**config.mk**
```make
export PLATFORM = sky130hd
export DESIGN_NAME = usb_device_end_flat
export DESIGN_NICKNAME = d
export VERILOG_FILES = /design/src/common/usb_dc_pkg.sv /design/src/common/usb_dc_bus_if.sv /design/src/rtl/usb_device_end.sv /design/src/rtl/event_latch.sv /design/src/flat_wrapper.sv
export VERILOG_INCLUDE_DIRS = /design/src /design/src/common
export SDC_FILE = /design/constraint.sdc
export NUM_CORES = 1
export LEC_CHECK = 0
export ABC_AREA = 1
export BUFFER_PORTS_ARGS = -buffer_cell sky130_fd_sc_hd__buf_4
export CELL_PAD_IN_SITES_DETAIL_PLACEMENT = 0
export CELL_PAD_IN_SITES_GLOBAL_PLACEMENT = 1
export CORE_MARGIN = 5
export CORE_UTILIZATION = 47
export CTS_CLUSTER_SIZE = 30
export DETAILED_ROUTE_END_ITERATION = 16
export PLACE_DENSITY = 0.93
export SYNTH_ARGS = -nofsm -noshare
export SYNTH_HDL_FRONTEND = slang
export SYNTH_SLANG_ARGS = --single-unit
```
**constraint.sdc**
```tcl
create_clock -name clk_sys -period 5.5 [get_ports clk_sys]
set_input_delay 0.55 -clock clk_sys [delete_from_list [all_inputs] [get_ports clk_sys]]
set_output_delay 0.55 -clock clk_sys [all_outputs]
set_load 0.02 [all_outputs]
```
**src/common/usb_dc_defines.svh**
```systemverilog
`ifndef USB_DC_DEFINES_SVH
`define USB_DC_DEFINES_SVH

// ----------------------------------------------------------------
// Command codes on the shared parallel bus
// ----------------------------------------------------------------
`define CMD_IE_WR 8'hc2
`define CMD_IE_RD 8'hc3
`define CMD_DCFG_WR 8'hf0
`define CMD_DCFG_RD 8'hf1
`define CMD_DCNT_WR 8'hf2
`define CMD_DCNT_RD 8'hf3
`define CMD_STAT_RD 8'hc1

// ----------------------------------------------------------------
// Writable bit masks; reserved bits store and read as zero
// ----------------------------------------------------------------
`define IE_MASK 32'h00ff_ff7f
`define DCFG_MASK 16'hc0fb

// ----------------------------------------------------------------
// Field positions of the DMA configuration register
// ----------------------------------------------------------------
`define DCFG_COUNT_TERMINATE_EN 15
`define DCFG_SHORT_PACKET_MODE 14
`define DCFG_EP_LSB 4
`define DCFG_EP_MSB 7
`define DCFG_RUN 3
`define DCFG_BURST_MSB 1

// ----------------------------------------------------------------
// Event positions, shared by enable and status registers
// ----------------------------------------------------------------
`define EV_EP_LSB 8
`define EV_EP_MSB 23
`define EV_SHORT 6
`define EV_PSOF 5
`define EV_SOF 4
`define EV_EOT 3
`define EV_SUSP 2
`define EV_RESM 1
`define EV_RST 0

// ----------------------------------------------------------------
// Host controller register offsets on AHB-Lite
// ----------------------------------------------------------------
`define H_CTRL 8'h00
`define H_WDATA 8'h04
`define H_RDATA 8'h08
`define H_STAT 8'h0c

`endif

```
**src/common/usb_dc_pkg.sv**
```systemverilog
`include "usb_dc_defines.svh"

package usb_dc_pkg;

  // Number of 16-bit data words that follow a command code
  function automatic logic [1:0] cmd_words(input logic [7:0] code);
    case (code)
      `CMD_IE_WR, `CMD_IE_RD, `CMD_STAT_RD: cmd_words = 2'd2;
      `CMD_DCFG_WR, `CMD_DCFG_RD, `CMD_DCNT_WR, `CMD_DCNT_RD: cmd_words = 2'd1;
      default: cmd_words = 2'd0;
    endcase
  endfunction

  // Device end state
  typedef struct packed {
    logic [7:0] cmd;     // Last command code
    logic [1:0] widx;    // Data word index after the command
    logic [15:0] lo;     // Low word held until the high word comes
    logic [31:0] ie;     // Interrupt enable register
    logic [15:0] dcfg;   // DMA configuration register
    logic [15:0] dcount; // Programmed DMA byte count
    logic [15:0] remain; // Remaining byte counter
    logic [31:0] shadow; // Read snapshot of the addressed register
    logic [31:0] clr;    // Status bits cleared this cycle
    logic [15:0] rdata;  // Read word on the bus
    logic irq;           // Interrupt output
    logic xend;          // End-of-transfer pulse
  } dev_state_s;

  // Event latch state
  typedef struct packed {
    logic [31:0] prev;   // Source levels of the last cycle
    logic [31:0] status; // Latched events
  } evt_state_s;

  // Host sequencer states
  typedef enum logic [1:0] {H_IDLE, H_CMD, H_DATA, H_RCAP} host_st_e;

  // Host end state
  typedef struct packed {
    host_st_e st;
    logic [7:0] cmd;     // Command being sent
    logic [1:0] nwords;  // Words of the command
    logic [1:0] widx;    // Words done
    logic [31:0] wbuf;   // Write data, low word first
    logic [31:0] rbuf;   // Read result, low word first
    logic cmd_sel;       // Bus: strobe carries a command
    logic wr_stb;        // Bus: write strobe
    logic rd_stb;        // Bus: read strobe
    logic [15:0] wdata;  // Bus: write word
    logic wr_pend;       // AHB write in data phase
    logic [7:0] addr;    // AHB address of the data phase
    logic [31:0] hrdata; // AHB read data
    logic hreadyout;     // AHB ready
  } host_state_s;

endpackage

```
**src/common/usb_dc_bus_if.sv**
```systemverilog
`timescale 1ns/1ps
// ----------------------------------------------------------------
// Parallel command/data bus between processor and device
// ----------------------------------------------------------------
interface usb_dc_bus_if (
  input logic clk_sys
);
  logic cmd_sel;       // High: the strobed word is a command code
  logic wr_stb;        // One-cycle write strobe
  logic rd_stb;        // One-cycle read strobe
  logic [15:0] wdata;  // Word written by the host
  logic [15:0] rdata;  // Word read, valid the cycle after rd_stb

  modport device (input cmd_sel, input wr_stb, input rd_stb, input wdata, output rdata);
  modport host (output cmd_sel, output wr_stb, output rd_stb, output wdata, input rdata);
endinterface

```
**src/rtl/usb_device_end.sv**
```systemverilog
`timescale 1ns/1ps
`include "usb_dc_defines.svh"

// Summary of operation
// - Disabled event never reaches interrupt output
// - Enabling during ongoing event captures nothing
// - Status latches only already enabled events
// - Bus reset keeps interrupt enables
// - Enable register: 32 bits, two words
// - Software writes zero to bits 31-24
// - Bits 23-10 enable endpoints 14-1
// - Bit 9 control IN, 8 control OUT
// - Bit 6 enables short packet interrupt
// - Bit 5 enables pseudo frame interrupt
// - Bit 4 frame start, 3 transfer end
// - Bits 2-0: suspend, resume, bus reset
// - DMA configuration: 16 bits, one word
// - Bus reset clears only DMA run bit
// - Bit 15: end when counter hits zero
// - Bit 14: end on short OUT packet
// - Keep bit 14 clear for IN DMA
// - Bits 7-4 select DMA endpoint
// - Bit 3 starts, stops, shows DMA
// - Bits 1-0 select burst length
// - Run rising reloads remaining byte counter

// ----------------------------------------------------------------
// Device end: interrupt enable and DMA configuration registers
// ----------------------------------------------------------------
module usb_device_end (
  input wire logic clk_sys,
  input wire logic sys_rst,
  usb_dc_bus_if.device bus,
  input wire logic [15:0] ep_evt,
  input wire logic short_pkt_evt,
  input wire logic pseudo_sof_evt,
  input wire logic sof_evt,
  input wire logic suspend_evt,
  input wire logic resume_evt,
  input wire logic usb_bus_reset,
  input wire logic dma_byte_stb,
  input wire logic out_short_rx,
  output logic irq,
  output logic dma_run,
  output logic [3:0] dma_endpoint_select,
  output logic [1:0] dma_burst_length,
  output logic transfer_end_condition
);
  usb_dc_pkg::dev_state_s s; // Registered state
  usb_dc_pkg::dev_state_s n; // Next state
  logic [31:0] src;          // Raw event levels by status position
  logic [31:0] status;       // Latched interrupt status
  logic run_new;             // Run bit after a configuration write

  // ----------------------------------------------------------------
  // Event sources
  // ----------------------------------------------------------------

  // Each source sits at the position of its enable bit, so the enable
  // register gates it one to one
  always_comb begin
    src = '0;
    src[`EV_EP_MSB:`EV_EP_LSB] = ep_evt; // Endpoints and control pair
    src[`EV_SHORT] = short_pkt_evt;
    src[`EV_PSOF] = pseudo_sof_evt;
    src[`EV_SOF] = sof_evt;
    src[`EV_EOT] = s.xend;               // Own end-of-transfer pulse
    src[`EV_SUSP] = suspend_evt;
    src[`EV_RESM] = resume_evt;
    src[`EV_RST] = usb_bus_reset;
  end

  // Capture gate; the enable register is not an output mask
  event_latch u_latch (
    .clk_sys(clk_sys),
    .sys_rst(sys_rst),
    .src(src),
    .en(s.ie),
    .clr(s.clr),
    .status(status)
  );

  // ----------------------------------------------------------------
  // Next-state logic
  // ----------------------------------------------------------------

  // Order inside: DMA counting, then bus access, then USB bus reset,
  // so a bus reset always gets the last word on the run bit
  always_comb begin
    n = s;
    n.xend = 1'b0;
    n.clr = '0;
    run_new = s.dcfg[`DCFG_RUN];

    // Remaining counter only moves while DMA runs
    if (dma_byte_stb && s.dcfg[`DCFG_RUN] && (s.remain != 16'h0000)) begin
      n.remain = s.remain - 16'h0001;
    end

    // End conditions: counter reaches zero, or short OUT packet
    if (s.dcfg[`DCFG_RUN] && !s.xend) begin
      if (s.dcfg[`DCFG_COUNT_TERMINATE_EN] && (s.remain == 16'h0000)) begin
        n.xend = 1'b1;
      end
      if (s.dcfg[`DCFG_SHORT_PACKET_MODE] && out_short_rx) begin
        n.xend = 1'b1;
      end
    end
    if (n.xend) begin
      n.dcfg[`DCFG_RUN] = 1'b0;            // Transfer over, DMA stops
    end

    // Bus access
    if (bus.wr_stb && bus.cmd_sel) begin
      // Command phase: restart word index and take a read snapshot
      n.cmd = bus.wdata[7:0];
      n.widx = 2'd0;
      case (bus.wdata[7:0])
        `CMD_IE_RD: begin
          n.shadow = s.ie;
        end
        `CMD_DCFG_RD: begin
          n.shadow = {16'h0000, s.dcfg};   // Run bit reads live state
        end
        `CMD_DCNT_RD: begin
          n.shadow = {16'h0000, s.remain}; // Bytes left in the transfer
        end
        `CMD_STAT_RD: begin
          n.shadow = status;
          n.clr = status;                  // Read clears what it returns
        end
        default: begin
          n.shadow = '0;                   // Unknown code reads zero
        end
      endcase
    end else if (bus.wr_stb) begin
      // Data phase of a write; extra words past the count are ignored
      if (s.widx < usb_dc_pkg::cmd_words(s.cmd)) begin
        n.widx = s.widx + 2'd1;
        case (s.cmd)
          `CMD_IE_WR: begin
            if (s.widx == 2'd0) begin
              n.lo = bus.wdata;            // Low word first
            end else begin
              // Whole value applies only with the high word; reserved
              // bits are dropped whatever software sends
              n.ie = {bus.wdata, s.lo} & `IE_MASK;
            end
          end
          `CMD_DCFG_WR: begin
            // Endpoint, burst and end modes are stored as written
            run_new = bus.wdata[`DCFG_RUN];
            n.dcfg = bus.wdata & `DCFG_MASK;
            // Zero forces an ongoing transfer to end
            if (run_new && !s.dcfg[`DCFG_RUN]) begin
              n.remain = s.dcount;         // Fresh start reloads
            end
          end
          `CMD_DCNT_WR: begin
            n.dcount = bus.wdata;
          end
          default: begin
            n.lo = s.lo;                   // No register behind this code
          end
        endcase
      end
    end else if (bus.rd_stb) begin
      // Data phase of a read: low word, then high word
      n.widx = s.widx + 2'd1;
      n.rdata = (s.widx == 2'd0) ? s.shadow[15:0] : s.shadow[31:16];
    end

    // USB bus reset stops DMA and touches nothing else
    if (usb_bus_reset) begin
      n.dcfg[`DCFG_RUN] = 1'b0;
    end

    // Interrupt follows the latched status, which already holds only
    // enabled events
    n.irq = |status;
  end

  // ----------------------------------------------------------------
  // State register
  // ----------------------------------------------------------------

  // Hardware reset clears every register
  always_ff @(posedge clk_sys) begin
    if (sys_rst) begin
      s <= '0;
    end else begin
      s <= n;
    end
  end

  // ----------------------------------------------------------------
  // Outputs, all from flip-flops
  // ----------------------------------------------------------------
  assign irq = s.irq;
  assign dma_run = s.dcfg[`DCFG_RUN];
  assign dma_endpoint_select = s.dcfg[`DCFG_EP_MSB:`DCFG_EP_LSB];
  assign dma_burst_length = s.dcfg[`DCFG_BURST_MSB:0];
  assign transfer_end_condition = s.xend;
  assign bus.rdata = s.rdata;
endmodule // usb_device_end

```
**src/rtl/event_latch.sv**
```systemverilog
`timescale 1ns/1ps
`include "usb_dc_defines.svh"

// ----------------------------------------------------------------
// Gated, rising-edge event capture with sticky status
// ----------------------------------------------------------------
module event_latch (
  input wire logic clk_sys,
  input wire logic sys_rst,
  input wire logic [31:0] src,
  input wire logic [31:0] en,
  input wire logic [31:0] clr,
  output logic [31:0] status
);
  usb_dc_pkg::evt_state_s s; // Registered state
  usb_dc_pkg::evt_state_s n; // Next state

  // Only a fresh rising edge seen while enabled is captured; a level that
  // was already high when the enable went up is never taken
  always_comb begin
    n = s;
    n.prev = src;
    n.status = (s.status & ~clr) | (src & ~s.prev & en); // Set wins over clear
  end

  // State register
  always_ff @(posedge clk_sys) begin
    if (sys_rst) begin
      s <= '0;
    end else begin
      s <= n;
    end
  end

  assign status = s.status;
endmodule // event_latch

```
**src/flat_wrapper.sv**
```systemverilog
// flat-port wrapper written by rule: the top's interface ports become plain ports
module usb_device_end_flat 
  (clk_sys, sys_rst, ep_evt, short_pkt_evt, pseudo_sof_evt, sof_evt, suspend_evt, resume_evt, usb_bus_reset, dma_byte_stb, out_short_rx, irq, dma_run, dma_endpoint_select, dma_burst_length, transfer_end_condition, bus_cmd_sel, bus_wr_stb, bus_rd_stb, bus_wdata, bus_rdata);
  usb_dc_bus_if bus_i (.clk_sys(clk_sys));
  input wire logic clk_sys;
  input wire logic sys_rst;
  input wire logic [15:0] ep_evt;
  input wire logic short_pkt_evt;
  input wire logic pseudo_sof_evt;
  input wire logic sof_evt;
  input wire logic suspend_evt;
  input wire logic resume_evt;
  input wire logic usb_bus_reset;
  input wire logic dma_byte_stb;
  input wire logic out_short_rx;
  output logic irq;
  output logic dma_run;
  output logic [3:0] dma_endpoint_select;
  output logic [1:0] dma_burst_length;
  output logic transfer_end_condition;
  input wire logic [$bits(bus_i.cmd_sel)-1:0] bus_cmd_sel;
  input wire logic [$bits(bus_i.wr_stb)-1:0] bus_wr_stb;
  input wire logic [$bits(bus_i.rd_stb)-1:0] bus_rd_stb;
  input wire logic [$bits(bus_i.wdata)-1:0] bus_wdata;
  output wire logic [$bits(bus_i.rdata)-1:0] bus_rdata;
  assign bus_i.cmd_sel = bus_cmd_sel;
  assign bus_i.wr_stb = bus_wr_stb;
  assign bus_i.rd_stb = bus_rd_stb;
  assign bus_i.wdata = bus_wdata;
  assign bus_rdata = bus_i.rdata;
  usb_device_end u_core (.clk_sys(clk_sys), .sys_rst(sys_rst), .bus(bus_i), .ep_evt(ep_evt), .short_pkt_evt(short_pkt_evt), .pseudo_sof_evt(pseudo_sof_evt), .sof_evt(sof_evt), .suspend_evt(suspend_evt), .resume_evt(resume_evt), .usb_bus_reset(usb_bus_reset), .dma_byte_stb(dma_byte_stb), .out_short_rx(out_short_rx), .irq(irq), .dma_run(dma_run), .dma_endpoint_select(dma_endpoint_select), .dma_burst_length(dma_burst_length), .transfer_end_condition(transfer_end_condition));
endmodule
```
# Word-level counts from Yosys, hierarchy flattened
# Index checks and enable logic that the tools add are counted.
[totals]
word_cells = 89
inputBits = 45
register_bits = 236
out_inout_bits = 25
[op_classes]
reduce_logical = 25
add_sub_neg = 2
muxes = 23
n_lt_le_gt_ge = 1
eq_ne = 12
bitwise_logic = 10
[op_table]
columns = ["op", "n"]
rows = [
  ["two-way mux 16 bit", 8],
  ["one-hot mux 32 bit (4 select lines)", 1],
  ["two-way mux 98 bit", 1],
  ["equality test 8 bit, second input constant", 11],
  ["two-way mux 36 bit", 2],
  ["inverter 32 bit", 2],
  ["two-way mux 24 bit", 2],
  ["AND 24 x 32 -> 32 bit", 1],
  ["AND 32 x 24 -> 32 bit", 1],
  ["AND 32 bit", 1],
  ["bitwise OR 32 bit", 1],
  ["OR reduction 32 bit", 1],
  ["logical NOT 16 bit", 1],
  ["nonzero test 16 bit", 1],
  ["subtractor 16 x 1 -> 16 bit, second input constant", 1],
  ["AND reduction 5 bit", 2],
  ["two-way mux 2 bit", 4],
  ["AND reduction 4 bit", 2],
  ["logical AND 1 bit", 7],
  ["OR reduction 3 bit", 2],
  ["two-way mux 1 bit", 4],
  ["inverter 1 bit", 4],
  ["one-hot mux 2 bit (2 select lines)", 1],
  ["OR reduction 2 bit", 2],
  ["other kinds (9)", 10],
]

# Logic depth before layout (Yosys ltp)
[depth]
depth_word = 10
mapped_depth = 12
ltp_nobuf = 12

# Modules after synthesis
# A second synthesis with hierarchy kept.
[hier_totals]
hier_cells = 1298
hier_area_um2 = 9800.6
[by_module_without_submodules]
columns = ["mod", "cells_per_inst", "area_per_inst_um2", "seq_area_each_um2", "instances"]
rows = [
  ["usb_device_end", 971, 7169.4, 3423.3, 1],
  ["event_latch", 327, 2631.3, 1281.2, 1],
]

# Worst setup path before layout
# No wires, ideal clock.
[synth_timing]
kind = "register to register"
from = "register u_core.s[187] (netlist name)"
to = "register u_core.s[89] (netlist name)"
required_ns = 5.383
path_stages_with_launch = 12
setup_time_ns = 0.117
n_path_buf = 1
slack_ns = 3.713
arrival_time_ns = 1.670
path_cell_list = "dfxtp_1 -> nand2_1 -> nor3_1 -> nand2_1 -> ha_1 -> nand2_1 -> nand3_2 -> nor2_4 -> inv_2 -> buf_6 -> o21ai_0 -> nor2_1"
[synth_via]
elab_chain_cells = 9
[synth_rtl]
columns = ["item", "line", "source"]
rows = [
  ["start, declared", "usb_device_end.sv:49", "usb_dc_pkg::dev_state_s s;"],
  ["start signal, assigned", "usb_device_end.sv:192", "s <= n;"],
  ["equality test 8 bit (on tied branches)", "usb_dc_pkg.sv:7, usb_device_end.sv:140", ""],
  ["OR reduction 4 bit or OR reduction 3 bit (tied branches)", "usb_dc_pkg.sv:7", "case (code)"],
  ["one-hot mux 2 bit (2 select lines)", "usb_dc_pkg.sv:7", ""],
  ["two-way mux 2 bit", "usb_device_end.sv:136", "end else if (bus.wr_stb) begin"],
  ["two-way mux 2 bit", "usb_device_end.sv:114", "if (bus.wr_stb && bus.cmd_sel) begin"],
  ["< comparator 2 bit", "usb_device_end.sv:138", "if (s.widx < usb_dc_pkg::cmd_words(s.cmd)) begin"],
  ["two-way mux 98 bit (*)", "usb_device_end.sv:138", ""],
  ["two-way mux 36 bit (*)", "usb_device_end.sv:136", ""],
  ["two-way mux 36 bit (*)", "usb_device_end.sv:114", ""],
]
# Mark *: on every way between the ends. The rest lies on a longest branch, timed or not. The select of a mux whose other input is x is not followed.
# A chain may end at the register's enable or synchronous reset.

# Worst setup path after layout
[layout_timing]
from = "register u_core.s[178] (netlist name)"
to = "register u_core.s[168] (netlist name)"
[layout_via]
elab_chain_cells = 2
[layout_rtl]
columns = ["item", "line"]
rows = [
  ["< comparator 2 bit or logical NOT 2 bit (tied branches)", "usb_device_end.sv:138, usb_device_end.sv:142"],
  ["AND reduction 5 bit (no source line) (*)", "--"],
]
# Mark *: on every way between the ends. The rest lies on a longest branch, timed or not.

==> impl_metrics.tcl <==
set metrics [dict create \
    outcome "complete, no violations" \
    dp_hpwl_mm 16.8 \
    remaining_drc_errors 0 \
    placed_area_um2 9490 \
    synth_seq_cells 226 \
    slew_violations 0 \
    critical_path_class "flop to flop" \
    cts_setup_buffers 0 \
    placementRows 50 \
    synth_nets 1257 \
    drtIter0Drc 563 \
    gp_congestion 0.898 \
    core_um2 18800 \
    cts_max_level 1 \
    maxCapViolations 0 \
    rr_endpoint "u_core.s[168]" \
    hp-start "sof_evt" \
    clk_latency_ns 0.51 \
    synth_area_um2 9030 \
    dieHeight_um 149 \
    path_clk_slew_ns 0.06 \
    critPathBufInv 2 \
    powerDensity_nw_per_um2 339 \
    ys_seq_area_frac 0.501 \
    holdPathStages 3 \
    cts_root_buf "clkbuf_16" \
    drive_above_1_share 0.109 \
    netlist_instances 1209 \
    period_minus_slack_ns 2.84 \
    cts_resized 0 \
    finalSetupTns_ns 0 \
    placed_cells 1470 \
    finClkSkew_ns 0.00854 \
    regToRegStartpoint "u_core.s[178]" \
    peakVddDrop_mv 0.267 \
    n_fill_cell 1861 \
    cts_sinks 226 \
    wirelength_mm 23.7 \
    clockBufferDepth 3 \
    overflow 0 \
    synth_area_per_cell_um2 7.47 \
    final_cell_mix "244 x nor2_1, 226 x dfxtp_1, 203 x nand2_1" \
    rsz0062_at_grt "no" \
    synthToLayoutAreaGrowth_pct 14.1 \
    die_x_um 149 \
    start_kind "flop" \
    multi_input_area_um2 3580 \
    viasPerCell 5.11 \
    cts_tree "yes" \
    worstPathArrival_ns 3.23 \
    whs_endpoint "u_core.u_latch.s[36]" \
    layout.cells.most_common "nor2_1" \
    cp_slowest_cell "clkinv_1" \
    r2r_setup_slack_ns 2.66 \
    numCtsBuffers 24 \
    timing.hold.ws_ns 0.253 \
    setup_viol 0 \
    pin_count 70 \
    cts_hold_buf 0 \
    critPathTopFamily "simple AND/OR/NAND/NOR gates" \
    regArea_um2 4520 \
    synth.distinct_cells 36 \
    r2r_cells 7 \
    nets 1284 \
    grt_pass1_wl_mm 38.3 \
    design_area_um2 10300 \
    worst_hold_path_type "input pin to flop" \
    relSlewSlack 0.374 \
    yosysWarnings 0 \
    hold_violations 0 \
    crit_chain "inv_1 -> ha_1 -> clkinv_1 -> nor3_1 -> nand2_1 -> o21ai_0 -> nor2_1" \
    dr.pass1.iters 5 \
    initial_core_util 0.480 \
    end_kind "flop" \
    antenna_found_initial 0 \
    fin_crit_sh 0.516 \
    worst_slew_pin_slew_ns 0.939 \
    path_max_fanout 18 \
    grt_max_degree 84 \
    fmax_ghz 0.352 \
    leakagePower_uw 0.00438 \
    required_ns 5.89 \
    die_area_um2 22100 \
    vias 7733 \
    antennaDiodeCount 0 \
    finalNonFillerCells 1512 \
    wire_per_inst_um 15.7 \
    grt_pass1_vias 7342 \
    portBuffers 69 \
    grt_usage 0.215 \
    antenna_left 0 \
    max_stage_delay_ns 0.66 \
]
==> Yosys cell counts (all sizes together) <==
master / instances / area share
nor2: 249 / 0.11
dfxtp: 226 / 0.50
nand2: 206 / 0.086
inv: 137 / 0.057
o21ai: 118 / 0.065
a21oi: 66 / 0.038
buf: 44 / 0.034
nor3: 39 / 0.025
clkbuf: 26 / 0.011
nand3: 17 / 0.011
o21a: 17 / 0.014
o22ai: 13 / 0.0090
nand4: 12 / 0.0090
a22o: 11 / 0.011
or2: 7 / 0.0048
o2111ai: 5 / 0.0048
xor2: 4 / 0.0039
clkinv: 3 / 0.0012
ha: 3 / 0.0042
nor3b: 3 / 0.0025
nor4: 2 / 0.0014
and2: 1 / 0.00069
==> layout make-up <==
| type | count | area share |
|---|---|---|
| repair buffers | 71 | 0.0517 |
| clock inverters | 6 | 0.0102 |
| inverters | 140 | 0.0513 |
| multi-input cells | 773 | 0.347 |
| well taps | 260 | 0.0316 |
| flip-flops and latches | 226 | 0.439 |
| clock buffers | 36 | 0.0686 |
==> registers in the layout, summed over array words and instances (netlist names) <==
register                       cells
u_core.dma_burst_length            2
u_core.s                         146
u_core.dma_endpoint_select         4
u_core.dma_run                     1
u_core.transfer_end_condition      1
u_core.u_latch.status             32
u_core.irq                         1
u_core.u_latch.s                  23
u_core.bus.rdata                  16
==> power breakdown <==
group / switching [µW] / total (µW) / internal, µW
combinational: 112 / 170 / 57.9
clock: 628 / 1650 / 1020
sequential: 10.5 / 1670 / 1660
==> through the flow <==
stage	setup WS (ns)	total power (µW)	utilization
after CTS	2.72	3510	0.547
after global placement	2.65	1870	0.504
after floorplan	3.71	1810	-
final	2.66	3490	0.547
after detailed placement	2.62	1870	0.504
after global routing	2.47	3600	0.547
==> metal layers <==
| metal | global-route usage | share of wire |
|---|---|---|
| met3 | 0.0350 | 0.059 |
| met1 | 0.293 | 0.45 |
| met5 | 0 | 0 |
| met2 | 0.345 | 0.45 |
| met4 | 0.0822 | 0.038 |
==> cell families (layout without fill, tap and decap cells) <==
group / count (synthesis) / count (layout) / share of synthesized area
AO/OA/AOI/OAI: 230 / 230 / 0.142
XOR/XNOR: 4 / 4 / 0.00388
flip-flops: 226 / 226 / 0.501
buffers and inverters: 210 / 253 / 0.103
AND/OR/NAND/NOR: 536 / 536 / 0.246
adder cells (fa/ha/maj): 3 / 3 / 0.00416
==> worst max path at each step <==
stage / from / to / slack [ns] / cells past startpoint
final: u_core.s[178] / u_core.s[168] / 2.66 / 7
after global placement: sys_rst / u_core.s[67] / 2.65 / 7
after detailed placement: sys_rst / u_core.s[69] / 2.62 / 7
after global routing: u_core.s[178] / u_core.s[163] / 2.47 / 7
after CTS: u_core.s[178] / u_core.s[168] / 2.72 / 7
after floorplan: u_core.s[187] / u_core.s[89] / 3.71 / 11
==> worst register-to-register path, stage by stage (launching register included) <==
cell and delay (ns):
dfxtp_1 0.32, inv_1 0.07, ha_1 0.50, clkinv_1 0.66
nor3_1 0.33, nand2_1 0.39, o21ai_0 0.36, nor2_1 0.09
(Power assumes the default switching activity.)
